### src/adc_ctrl_pkg.sv
package adc_ctrl_pkg;
  // ==========================================================================
  // Register map (byte addresses)
  localparam logic [4:0] result_high_off   = 5'h00;
  localparam logic [4:0] result_low_off    = 5'h04;
  localparam logic [4:0] control_a_off     = 5'h08;
  localparam logic [4:0] control_b_off     = 5'h0c;
  localparam logic [4:0] pin_select_off    = 5'h10;
  // ==========================================================================
  // Field positions and reset values
  localparam int         start_bit         = 7;
  localparam int         busy_bit          = 6;
  localparam int         enable_bit        = 5;
  localparam int         align_bit         = 4;
  localparam logic [7:0] control_a_rst     = 8'h00;
  localparam logic [7:0] control_b_rst     = 8'h00;
  localparam logic [7:0] pin_select_rst    = 8'h00;
  localparam logic [2:0] source_bandgap    = 3'h1;
  localparam logic [1:0] ref_internal      = 2'h1;
  localparam int         ref_shared_pin    = 4;
  localparam logic [1:0] resp_okay         = 2'h0;
  localparam logic [1:0] resp_slverr       = 2'h2;
  // ==========================================================================
  // Converter input routing, carried to the analog core
  typedef enum logic [1:0] {src_external, src_bandgap, src_ground} source_t;
  typedef struct packed {
    logic       power_on;
    source_t    source;
    logic       channel_valid;
    logic [2:0] channel;
    logic       ref_from_pin;
    logic [2:0] clock_divider;
  } analog_ctrl_t;
endpackage

### src/adc_control_registers.sv
// What this block does
// Twelve-bit result held in two byte registers, twelve of sixteen bits used.
// Alignment 0: high byte bits 11..4, low byte upper nibble bits 3..0.
// Alignment 1: high byte lower nibble bits 11..8, low byte bits 7..0.
// Unused result bit positions read as zero.
// Converter disabled: power off and result registers keep their contents.
// Writing start high then low begins a conversion.
// Busy flag rises on start and falls when the conversion completes.
// Software sets converter enable before use; clearing powers the converter down.
// Channel codes 0..7 route input n; top bit set selects nothing.
// Software programs source 000, 101 or 11x for external channels.
// Source 000,101..111 external; 001 bandgap; 010..100 ground.
// With bandgap source, software sets channel code top bit.
// Reference code 01 selects supply; 00 and 1x the reference pin.
// With internal supply reference software keeps reference pin enable cleared.
// Converter clock is system clock divided by two to the code, and by two for code 0.
// Pin analog enable bit hands pin n to analog input n.
// Pull-high disconnected while a pin is an analog input.
// Reference pin enable removes analog role from shared pin.
// Completion pulses an interrupt request for one clock to the interrupt controller.
// Latency is a parameter in converter clocks, in system clocks for code 0; result loads as busy falls.
`timescale 1ns/1ns
module adc_control_registers #(
  parameter int conv_cycles = 16
) (
  // Clock and reset
  input  wire logic                       i_ref_clk,
  input  wire logic                       i_sys_rst,
  // AXI4-Lite write address, data and response
  input  wire logic                       i_awvalid,
  output logic                            o_awready,
  input  wire logic [4:0]                 i_awaddr,
  input  wire logic                       i_wvalid,
  output logic                            o_wready,
  input  wire logic [31:0]                i_wdata,
  input  wire logic [3:0]                 i_wstrb,
  output logic                            o_bvalid,
  input  wire logic                       i_bready,
  output logic [1:0]                      o_bresp,
  // AXI4-Lite read
  input  wire logic                       i_arvalid,
  output logic                            o_arready,
  input  wire logic [4:0]                 i_araddr,
  output logic                            o_rvalid,
  input  wire logic                       i_rready,
  output logic [31:0]                     o_rdata,
  output logic [1:0]                      o_rresp,
  // Converter core
  input  wire logic [11:0]                i_conv_data,
  output adc_ctrl_pkg::analog_ctrl_t      o_analog_ctrl,
  output logic                            o_conv_clk,
  output logic                            o_conv_done,
  // Pin multiplexer
  input  wire logic                       i_ref_pin_enable,
  output logic [7:0]                      o_pin_analog,
  output logic [7:0]                      o_pullhigh_off
);
  import adc_ctrl_pkg::*;

  // ==========================================================================
  // Register storage
  logic       start_reg;
  logic       busy_reg;
  logic [5:0] control_a_reg;
  logic [7:0] control_b_reg;
  logic [7:0] pin_select_reg;
  logic [11:0] result_reg;
  logic [6:0] div_cnt_reg;
  logic [15:0] conv_cnt_reg;
  logic       done_reg;
  logic       conv_clk_reg;
  logic       ref_pin_s1_reg;
  logic       ref_pin_s2_reg;

  wire        enable_w   = control_a_reg[enable_bit];
  wire        align_w    = control_a_reg[align_bit];
  wire [3:0]  chan_w     = control_a_reg[3:0];
  wire [2:0]  source_w   = control_b_reg[7:5];
  wire [1:0]  refsel_w   = control_b_reg[4:3];
  wire [2:0]  divsel_w   = control_b_reg[2:0];

  // ==========================================================================
  // Write channel: both address and data taken together
  logic       bvalid_reg;
  logic [1:0] bresp_reg;
  wire        wr_go     = i_awvalid && i_wvalid && !bvalid_reg;
  wire        wr_byte   = wr_go && i_wstrb[0];
  wire        wr_a      = wr_byte && (i_awaddr == control_a_off);
  wire        wr_b      = wr_byte && (i_awaddr == control_b_off);
  wire        wr_pins   = wr_byte && (i_awaddr == pin_select_off);
  wire        wr_mapped = (i_awaddr == control_a_off) || (i_awaddr == control_b_off) ||
                          (i_awaddr == pin_select_off) || (i_awaddr == result_high_off) ||
                          (i_awaddr == result_low_off);
  assign o_awready = wr_go;
  assign o_wready  = wr_go;
  assign o_bvalid  = bvalid_reg;
  assign o_bresp   = bresp_reg;

  // Start falling edge written by software
  wire        start_fall = wr_a && start_reg && !i_wdata[start_bit];

  always_ff @(posedge i_ref_clk) begin
    if (i_sys_rst) begin
      bvalid_reg     <= 1'b0;
      bresp_reg      <= resp_okay;
      start_reg      <= control_a_rst[start_bit];
      control_a_reg  <= control_a_rst[5:0];
      control_b_reg  <= control_b_rst;
      pin_select_reg <= pin_select_rst;
    end else begin
      if (wr_go) begin
        bvalid_reg <= 1'b1;
        bresp_reg  <= wr_mapped ? resp_okay : resp_slverr;
      end else if (i_bready) begin
        bvalid_reg <= 1'b0;
      end
      if (wr_a) begin
        start_reg     <= i_wdata[start_bit];
        control_a_reg <= i_wdata[5:0];
      end
      if (wr_b) begin
        control_b_reg <= i_wdata[7:0];
      end
      if (wr_pins) begin
        pin_select_reg <= i_wdata[7:0];
      end
    end
  end

  // ==========================================================================
  // Converter clock divider and conversion sequencing
  wire [6:0] div_max  = 7'((8'h01 << divsel_w) - 8'h01);
  wire       div_tick = (div_cnt_reg >= div_max);
  wire       conv_end = busy_reg && div_tick && (conv_cnt_reg == 16'(conv_cycles - 1));

  always_ff @(posedge i_ref_clk) begin
    if (i_sys_rst) begin
      div_cnt_reg    <= 7'h00;
      conv_clk_reg   <= 1'b0;
      busy_reg       <= 1'b0;
      conv_cnt_reg   <= 16'h0000;
      done_reg       <= 1'b0;
      result_reg     <= 12'h000;
      ref_pin_s1_reg <= 1'b0;
      ref_pin_s2_reg <= 1'b0;
    end else begin
      ref_pin_s1_reg <= i_ref_pin_enable;
      ref_pin_s2_reg <= ref_pin_s1_reg;
      div_cnt_reg    <= (div_tick || !enable_w) ? 7'h00 : div_cnt_reg + 7'h01;
      conv_clk_reg   <= enable_w && (divsel_w == 3'h0 ? !conv_clk_reg : !div_tick);
      done_reg       <= conv_end;
      if (!enable_w) begin
        busy_reg <= 1'b0;
      end else if (start_fall && !busy_reg) begin
        busy_reg     <= 1'b1;
        conv_cnt_reg <= 16'h0000;
      end else if (conv_end) begin
        busy_reg   <= 1'b0;
        result_reg <= i_conv_data;
      end else if (busy_reg && div_tick) begin
        conv_cnt_reg <= conv_cnt_reg + 16'h0001;
      end
    end
  end

  // ==========================================================================
  // Result formatting
  wire [7:0] result_high = align_w ? {4'h0, result_reg[11:8]} : result_reg[11:4];
  wire [7:0] result_low  = align_w ? result_reg[7:0] : {result_reg[3:0], 4'h0};

  // ==========================================================================
  // Read channel
  logic        rvalid_reg;
  logic [31:0] rdata_reg;
  logic [1:0]  rresp_reg;
  wire         rd_go = i_arvalid && !rvalid_reg;
  wire [7:0]   ctrl_a_view = {start_reg, busy_reg, control_a_reg[5:0]};
  wire         rd_hit = (i_araddr == result_high_off) || (i_araddr == result_low_off) ||
                        (i_araddr == control_a_off) || (i_araddr == control_b_off) ||
                        (i_araddr == pin_select_off);
  wire [7:0]   rd_byte = (i_araddr == result_high_off) ? result_high :
                         (i_araddr == result_low_off)  ? result_low  :
                         (i_araddr == control_a_off)   ? ctrl_a_view :
                         (i_araddr == control_b_off)   ? control_b_reg :
                         (i_araddr == pin_select_off)  ? pin_select_reg : 8'h00;
  assign o_arready = rd_go;
  assign o_rvalid  = rvalid_reg;
  assign o_rdata   = rdata_reg;
  assign o_rresp   = rresp_reg;

  always_ff @(posedge i_ref_clk) begin
    if (i_sys_rst) begin
      rvalid_reg <= 1'b0;
      rdata_reg  <= 32'h0000_0000;
      rresp_reg  <= resp_okay;
    end else if (rd_go) begin
      rvalid_reg <= 1'b1;
      rdata_reg  <= {24'h00_0000, rd_byte};
      rresp_reg  <= rd_hit ? resp_okay : resp_slverr;
    end else if (i_rready) begin
      rvalid_reg <= 1'b0;
    end
  end

  // ==========================================================================
  // Analog routing and pin control
  wire       src_ext  = (source_w == 3'h0) || (source_w >= 3'h5);
  wire       src_bg   = (source_w == source_bandgap);
  wire [7:0] ref_mask = ref_pin_s2_reg ? (8'h01 << ref_shared_pin) : 8'h00;

  assign o_analog_ctrl.power_on      = enable_w;
  assign o_analog_ctrl.source        = src_ext ? src_external : (src_bg ? src_bandgap : src_ground);
  assign o_analog_ctrl.channel_valid = !chan_w[3];
  assign o_analog_ctrl.channel       = chan_w[2:0];
  assign o_analog_ctrl.ref_from_pin  = (refsel_w != ref_internal);
  assign o_analog_ctrl.clock_divider = divsel_w;
  assign o_conv_clk     = conv_clk_reg;
  assign o_conv_done    = done_reg;
  assign o_pin_analog   = pin_select_reg & ~ref_mask;
  assign o_pullhigh_off = pin_select_reg & ~ref_mask;
endmodule

### config.mk
export PLATFORM = sky130hd
export DESIGN_NAME = adc_control_registers
export DESIGN_NICKNAME = d
export VERILOG_FILES = /design/src/adc_ctrl_pkg.sv /design/src/adc_control_registers.sv
export SDC_FILE = /design/constraint.sdc
export NUM_CORES = 1
export LEC_CHECK = 0
export ABC_AREA = 1
export BUFFER_PORTS_ARGS = -buffer_cell sky130_fd_sc_hd__buf_4
export CAP_MARGIN = 15
export CORE_UTILIZATION = 45
export DETAILED_ROUTE_END_ITERATION = 7
export PLACE_DENSITY = 0.72
export SLEW_MARGIN = 20
export SYNTH_ARGS = -nofsm -noshare
export SYNTH_HDL_FRONTEND = slang
export SYNTH_SLANG_ARGS = --single-unit
export TNS_END_PERCENT = 30
### constraint.sdc
create_clock -name i_ref_clk -period 2.4 [get_ports i_ref_clk]
set_clock_uncertainty 0.1 [all_clocks]
set_input_delay 0.36 -clock i_ref_clk [delete_from_list [all_inputs] [get_ports i_ref_clk]]
set_output_delay 0.36 -clock i_ref_clk [all_outputs]
set_load 0.03 [all_outputs]
After elaboration in Yosys (flattened, before gate mapping)
Cells that the tools add are included.

storage, ports and cells
  register bits after elaboration = 77
  output and inout port bits = 70
  input bits = 66

cells by class
  multiplexer cells = 22
  reductions and logical operators = 43
  shifts and indexed selects = 1
  $lt $le $gt $ge = 2
  eq/ne operators = 12
  add/sub/neg operators = 3
  bitwise operators = 4

operators by type and width
  kind                     number
  $mux W8                  7
  $mux W16                 3
  $eq A5 B4 Y1 const B     4
  $add A16 B1 Y16 const B  1
  $eq A16 B4 Y1 const B    1
  $logic_and A1 B1 Y1      13
  $eq A5 B3 Y1 const B     2
  $eq A5 B5 Y1 const B     2
  $logic_not A5 Y1         2
  $logic_or A1 B1 Y1       10
  $and A8 B8 Y8            1
  $logic_not A1 Y1         8
  $mux W2                  4
  $not A5 Y8               1
  $reduce_bool A2 Y1       4
  $add A7 B1 Y7 const B    1
  $ge A7 B7 Y1             1
  $mux W1                  7
  $shl A1 B3 Y7 const A    1
  $sub A7 B1 Y7 const B    1
  $logic_not A3 Y1         2
  $reduce_and A3 Y1        2
  $mux W5                  1
  $ne A2 B1 Y1 const B     2
  other kinds (4)          6

Depth between registers and ports, before layout
  word-level depth = 9
  depth in mapped cells = 15
  mapped depth without buffers = 15

Worst setup path before layout
OpenSTA, ideal clock, no wires.

  path type = flip-flop to flip-flop
  start point = register control_b_reg[1]
  end point = register conv_cnt_reg[10]
  arrival = 1.886 ns
  path buffers = 1
  period minus slack after synthesis = 2.055 ns
  slack = 0.345 ns
  cell stages (with the launch flop) = 16
  cell sequence = dfxtp_1 -> nor2_1 -> nand2_1 -> ha_1 -> inv_1 -> nand2_1 -> nand2_1 -> nand2_1 -> nand2_1 -> nand2_1 -> nand3_4 -> nand2_2 -> nor2_4 -> buf_6 -> nand2_2 -> a21oi_2

on the way
  longest elaborated chain between the ends = 7

RTL lines
  item                                  line                                                        text
  from (decl)                           adc_control_registers.sv:65                                 logic [7:0] control_b_reg;
  from (signal assigned)                adc_control_registers.sv:108                                control_b_reg <= control_b_rst;
  from (signal assigned)                adc_control_registers.sv:122                                control_b_reg <= i_wdata[7:0];
  $shl A1 B3 Y7 *                       adc_control_registers.sv:132                                wire [6:0] div_max = 7'((8'h01 << divsel_w) - 8'h01);
  $sub A7 B1 Y7 *                       adc_control_registers.sv:132
  $ge A7 B7 Y1 *                        adc_control_registers.sv:133                                wire div_tick = (div_cnt_reg >= div_max);
  $logic_and A1 B1 Y1 *                 adc_control_registers.sv:134, adc_control_registers.sv:160
  $logic_and A1 B1 Y1                   adc_control_registers.sv:134                                wire conv_end = busy_reg && div_tick && (conv_cnt_reg == 16'(conv_cycles - 1));
  $ne A2 B1 Y1 (no source line)         --
  $reduce_and A3 Y1 (no source line) *  --
  to (signal assigned)                  adc_control_registers.sv:161                                conv_cnt_reg <= conv_cnt_reg + 16'h0001;
  to (decl)                             adc_control_registers.sv:69                                 logic [15:0] conv_cnt_reg;

Every way passes the cells marked *; elsewhere a longest branch is shown, timed or not.
A chain may end at the register's enable or synchronous reset.

Worst setup path in the final report
  start point = register control_b_reg[1]
  end point = register conv_cnt_reg[1]

Same word-level chain as after synthesis.

==> results summary <==
The max-slew headroom at the worst pin came out at 0.656. The number of inserted diodes is 0. In this run the horizontal extent of the chip is 101 microns.

The upper clock frequency limit is 459 MHz. The clock period could shrink to 2180 ps. The quantity of hold-fixing buffers added after cts is 0.

The synthesized area came out at 4410 sq um. STA puts the critical path data arrival time at 2330 ps. The count of endpoints failing hold in the final timing report came out at 0. The maximum vdd ir drop is 303 uV.

The depth of the worst hold-timing path is 3. The maximum buffer depth of the clock tree is 2. The static leakage is 2.33 nW. The detailed router's first-iteration violation count came out at 214. The path with the worst hold slack has its endpoint at result_reg[0].

The total track usage is 0.205. Port buffering added 82 buffers. The worst hold path class is in -> reg.

In the final layout, the share of cells above drive strength 1 is 0.232. The standard-cell row count came out at 35. Setup repair after global routing left no endpoint under its margin. The number of CTS-inserted buffers is 9. The clock-pin slew on the worst setup and hold paths is 90 ps.

TritonCTS built the clock tree. The number of design rule violations left after detail routing came out at 0. Power comes to 2.54 mW. At the end of routability-driven placement, the weighted congestion stood at 0.845. The root buffer cell chosen for the clock tree is sky130_fd_sc_hd__clkbuf_8.

The final count of pins violating max slew came out at 0. Leaving out fill and tap cells, the most frequent cell in the layout is sky130_fd_sc_hd__nand2_1. The number of nets with antenna violations after detailed routing is 0.

The run finished with clean final reports. The required time at the endpoint of the critical path is 2550 ps. The die area came out at 10200 sq um. The power per cell area is 496 nW/um^2.

The average footprint of a synthesized cell is 6.90 sq um. The startpoint of the most critical register-to-register path is control_b_reg[1]. The worst hold path begins at i_conv_data[0]. The number of nets in the layout is 776.

Measured in cells, the most critical reg-to-reg path has a length of 16. The worst register-to-register path ends at conv_cnt_reg[1]. The pin count of the biggest net entering global routing is 33.

The clock drives 75 sinks. The H-tree generated during clock tree synthesis spans 3 levels. Dividing the detail-routed via count by the number of cells gives 4.80. STA classifies the critical path endpoint as a flip-flop. The vertical die dimension came out at 101 microns. Setup violations remaining at the end of the flow were counted as 0. The aggregate routed wire length came out at 9930 microns. The initial antenna violation count came out at 0. The via count of the first global-routing pass is 3635. The share of the clock period used by the worst path came out at 0.908. The top cell types in the final layout, fill and taps aside, are 118 x sky130_fd_sc_hd__nand2_1, 90 x sky130_fd_sc_hd__buf_4, 82 x sky130_fd_sc_hd__nor2_1.

The standard cell core area is 9370 sq um. For the worst-skew pair, the clock arrives at the later sink with an insertion delay of 350 ps. The area growth from synthesis to layout is 16.4%.

The total global routing overflow is 0. The reg2reg setup slack came out at 220 ps. The highest net fanout along the worst path came out at 17. The count of max-cap constraint violations is 0. The launching element type of the critical path is a flip-flop.

Adding up every negative setup slack in the final design gives 0 ps. Before antenna repair, the detailed router went through 4 iterations. The number of warnings reported in the yosys synthesis log is 0. The slew at the pin closest to its max-slew limit came out at 516 ps.

The critical path class is reg -> reg. The starting utilization of the core area is 0.470. The boundary pin count came out at 136. The wire length per cell is 11.9 microns. The number of distinct library cell variants in the gate-level netlist after synthesis is 33.

After synthesis the netlist holds a flip-flop and latch count of 75. The sequential element share of the synthesized area came out at 0.341. The wire length of the first global-routing pass is 16500 microns. The number of flip-flops under the largest register name is 16. The final route contains 4004 vias.

The wire-length estimate of the detail-placed layout is 7490 microns. Synthesis produced 639 cells. The worst hold slack came out at 126 ps.
worst max-delay path, cell delays in order (launching register included):
cell,delay (ps)
sky130_fd_sc_hd__dfxtp_2,390
sky130_fd_sc_hd__nor2_2,170
sky130_fd_sc_hd__nand2_1,90
sky130_fd_sc_hd__ha_1,280
sky130_fd_sc_hd__inv_1,60
sky130_fd_sc_hd__nand2_1,50
sky130_fd_sc_hd__nand2_1,50
sky130_fd_sc_hd__nand2_1,40
sky130_fd_sc_hd__nand2_1,80
sky130_fd_sc_hd__nand2_2,100
sky130_fd_sc_hd__nand3_4,130
sky130_fd_sc_hd__nand2_2,100
sky130_fd_sc_hd__nor2_4,120
sky130_fd_sc_hd__buf_12,170
sky130_fd_sc_hd__nand2_1,60
sky130_fd_sc_hd__nand2_1,50
sky130_fd_sc_hd__nor2_1,30
final cells by class:
class / count / area (sq um)
fill: 913 / 4240
timing repair buffer: 92 / 716
inverter: 79 / 297
sequential: 75 / 1500
multi-input combinational: 444 / 2240
tap: 129 / 161
clock buffer: 10 / 138
clock inverter: 6 / 70.1
logic make-up (layout without fill, tap and decap cells):
family | count (synthesis) | count (layout) | share of synthesized area
buf+inv | 145 | 187 | 0.172
fa+ha+maj | 9 | 9 | 0.0256
compound gates | 125 | 125 | 0.159
simple gates | 274 | 274 | 0.282
flops | 75 | 75 | 0.341
xor+xnor | 10 | 10 | 0.0199
other cells | 1 | 26 | 0.000851
stage by stage:
| stage | util | instances | setup WS (ps) | area, sq um |
|---|---|---|---|---|
| detailed placement | 0.524 | 819 | 65.2 | 4910 |
| global route | 0.547 | 835 | 6.25 | 5130 |
| finish | 0.547 | 835 | 220 | 5130 |
| floorplan | - | 664 | 345 | 4500 |
| global placement | 0.524 | 819 | 192 | 4910 |
| CTS | 0.547 | 835 | 49.4 | 5120 |
per-layer routing:
metal  routed length, microns  GRT usage  part of all wire  vias up
li1                         -          -                 -     2082
met1                     4250      0.247              0.43     1804
met2                     5010      0.358              0.51      105
met3                      460     0.0451             0.046       13
met4                      198     0.0725             0.020        0
met5                        0          0                 0        -
worst max-delay path by stage:
stage	cells after the start	start	slack [ps]	endpoint
floorplan	15	control_b_reg[1]	340	conv_cnt_reg[10]
global placement	16	control_b_reg[1]	190	conv_cnt_reg[1]
detailed placement	16	control_b_reg[1]	70	conv_cnt_reg[1]
CTS	16	control_b_reg[1]	50	conv_cnt_reg[1]
global route	12	control_b_reg[2]	6	conv_cnt_reg[2]
finish	16	control_b_reg[1]	220	conv_cnt_reg[1]
power breakdown:
group	internal (mW)	leakage, nW	switching, mW
combinational	0.0838	1.61	0.166
sequential	1.26	0.607	0.00899
clock	0.520	0.108	0.506
total	1.86	2.33	0.681
repair_timing:
action / in CTS / in global routing
gates resized for setup: 0 / 3
buffers inserted: 0 / 0
endpoints found under the setup margin: 0 / 28
Yosys cell counts (all sizes together):
| cell | number | area share |
|---|---|---|
| nand2 | 130 | 0.12 |
| nor2 | 104 | 0.11 |
| inv | 79 | 0.067 |
| dfxtp | 75 | 0.34 |
| o21ai | 61 | 0.069 |
| buf | 55 | 0.096 |
| a21oi | 49 | 0.065 |
| nand3 | 23 | 0.033 |
| clkbuf | 11 | 0.0094 |
| ha | 9 | 0.026 |
| o211ai | 9 | 0.015 |
| nand4 | 8 | 0.011 |
| xor2 | 8 | 0.016 |
| nor3 | 5 | 0.0068 |
| a31oi | 4 | 0.0057 |
| nand3b | 3 | 0.0051 |
| xnor2 | 2 | 0.0040 |
| a211oi | 1 | 0.0017 |
| conb | 1 | 0.00085 |
| o31ai | 1 | 0.0017 |
| or2 | 1 | 0.0014 |
Power figures use the tool's default switching activity.
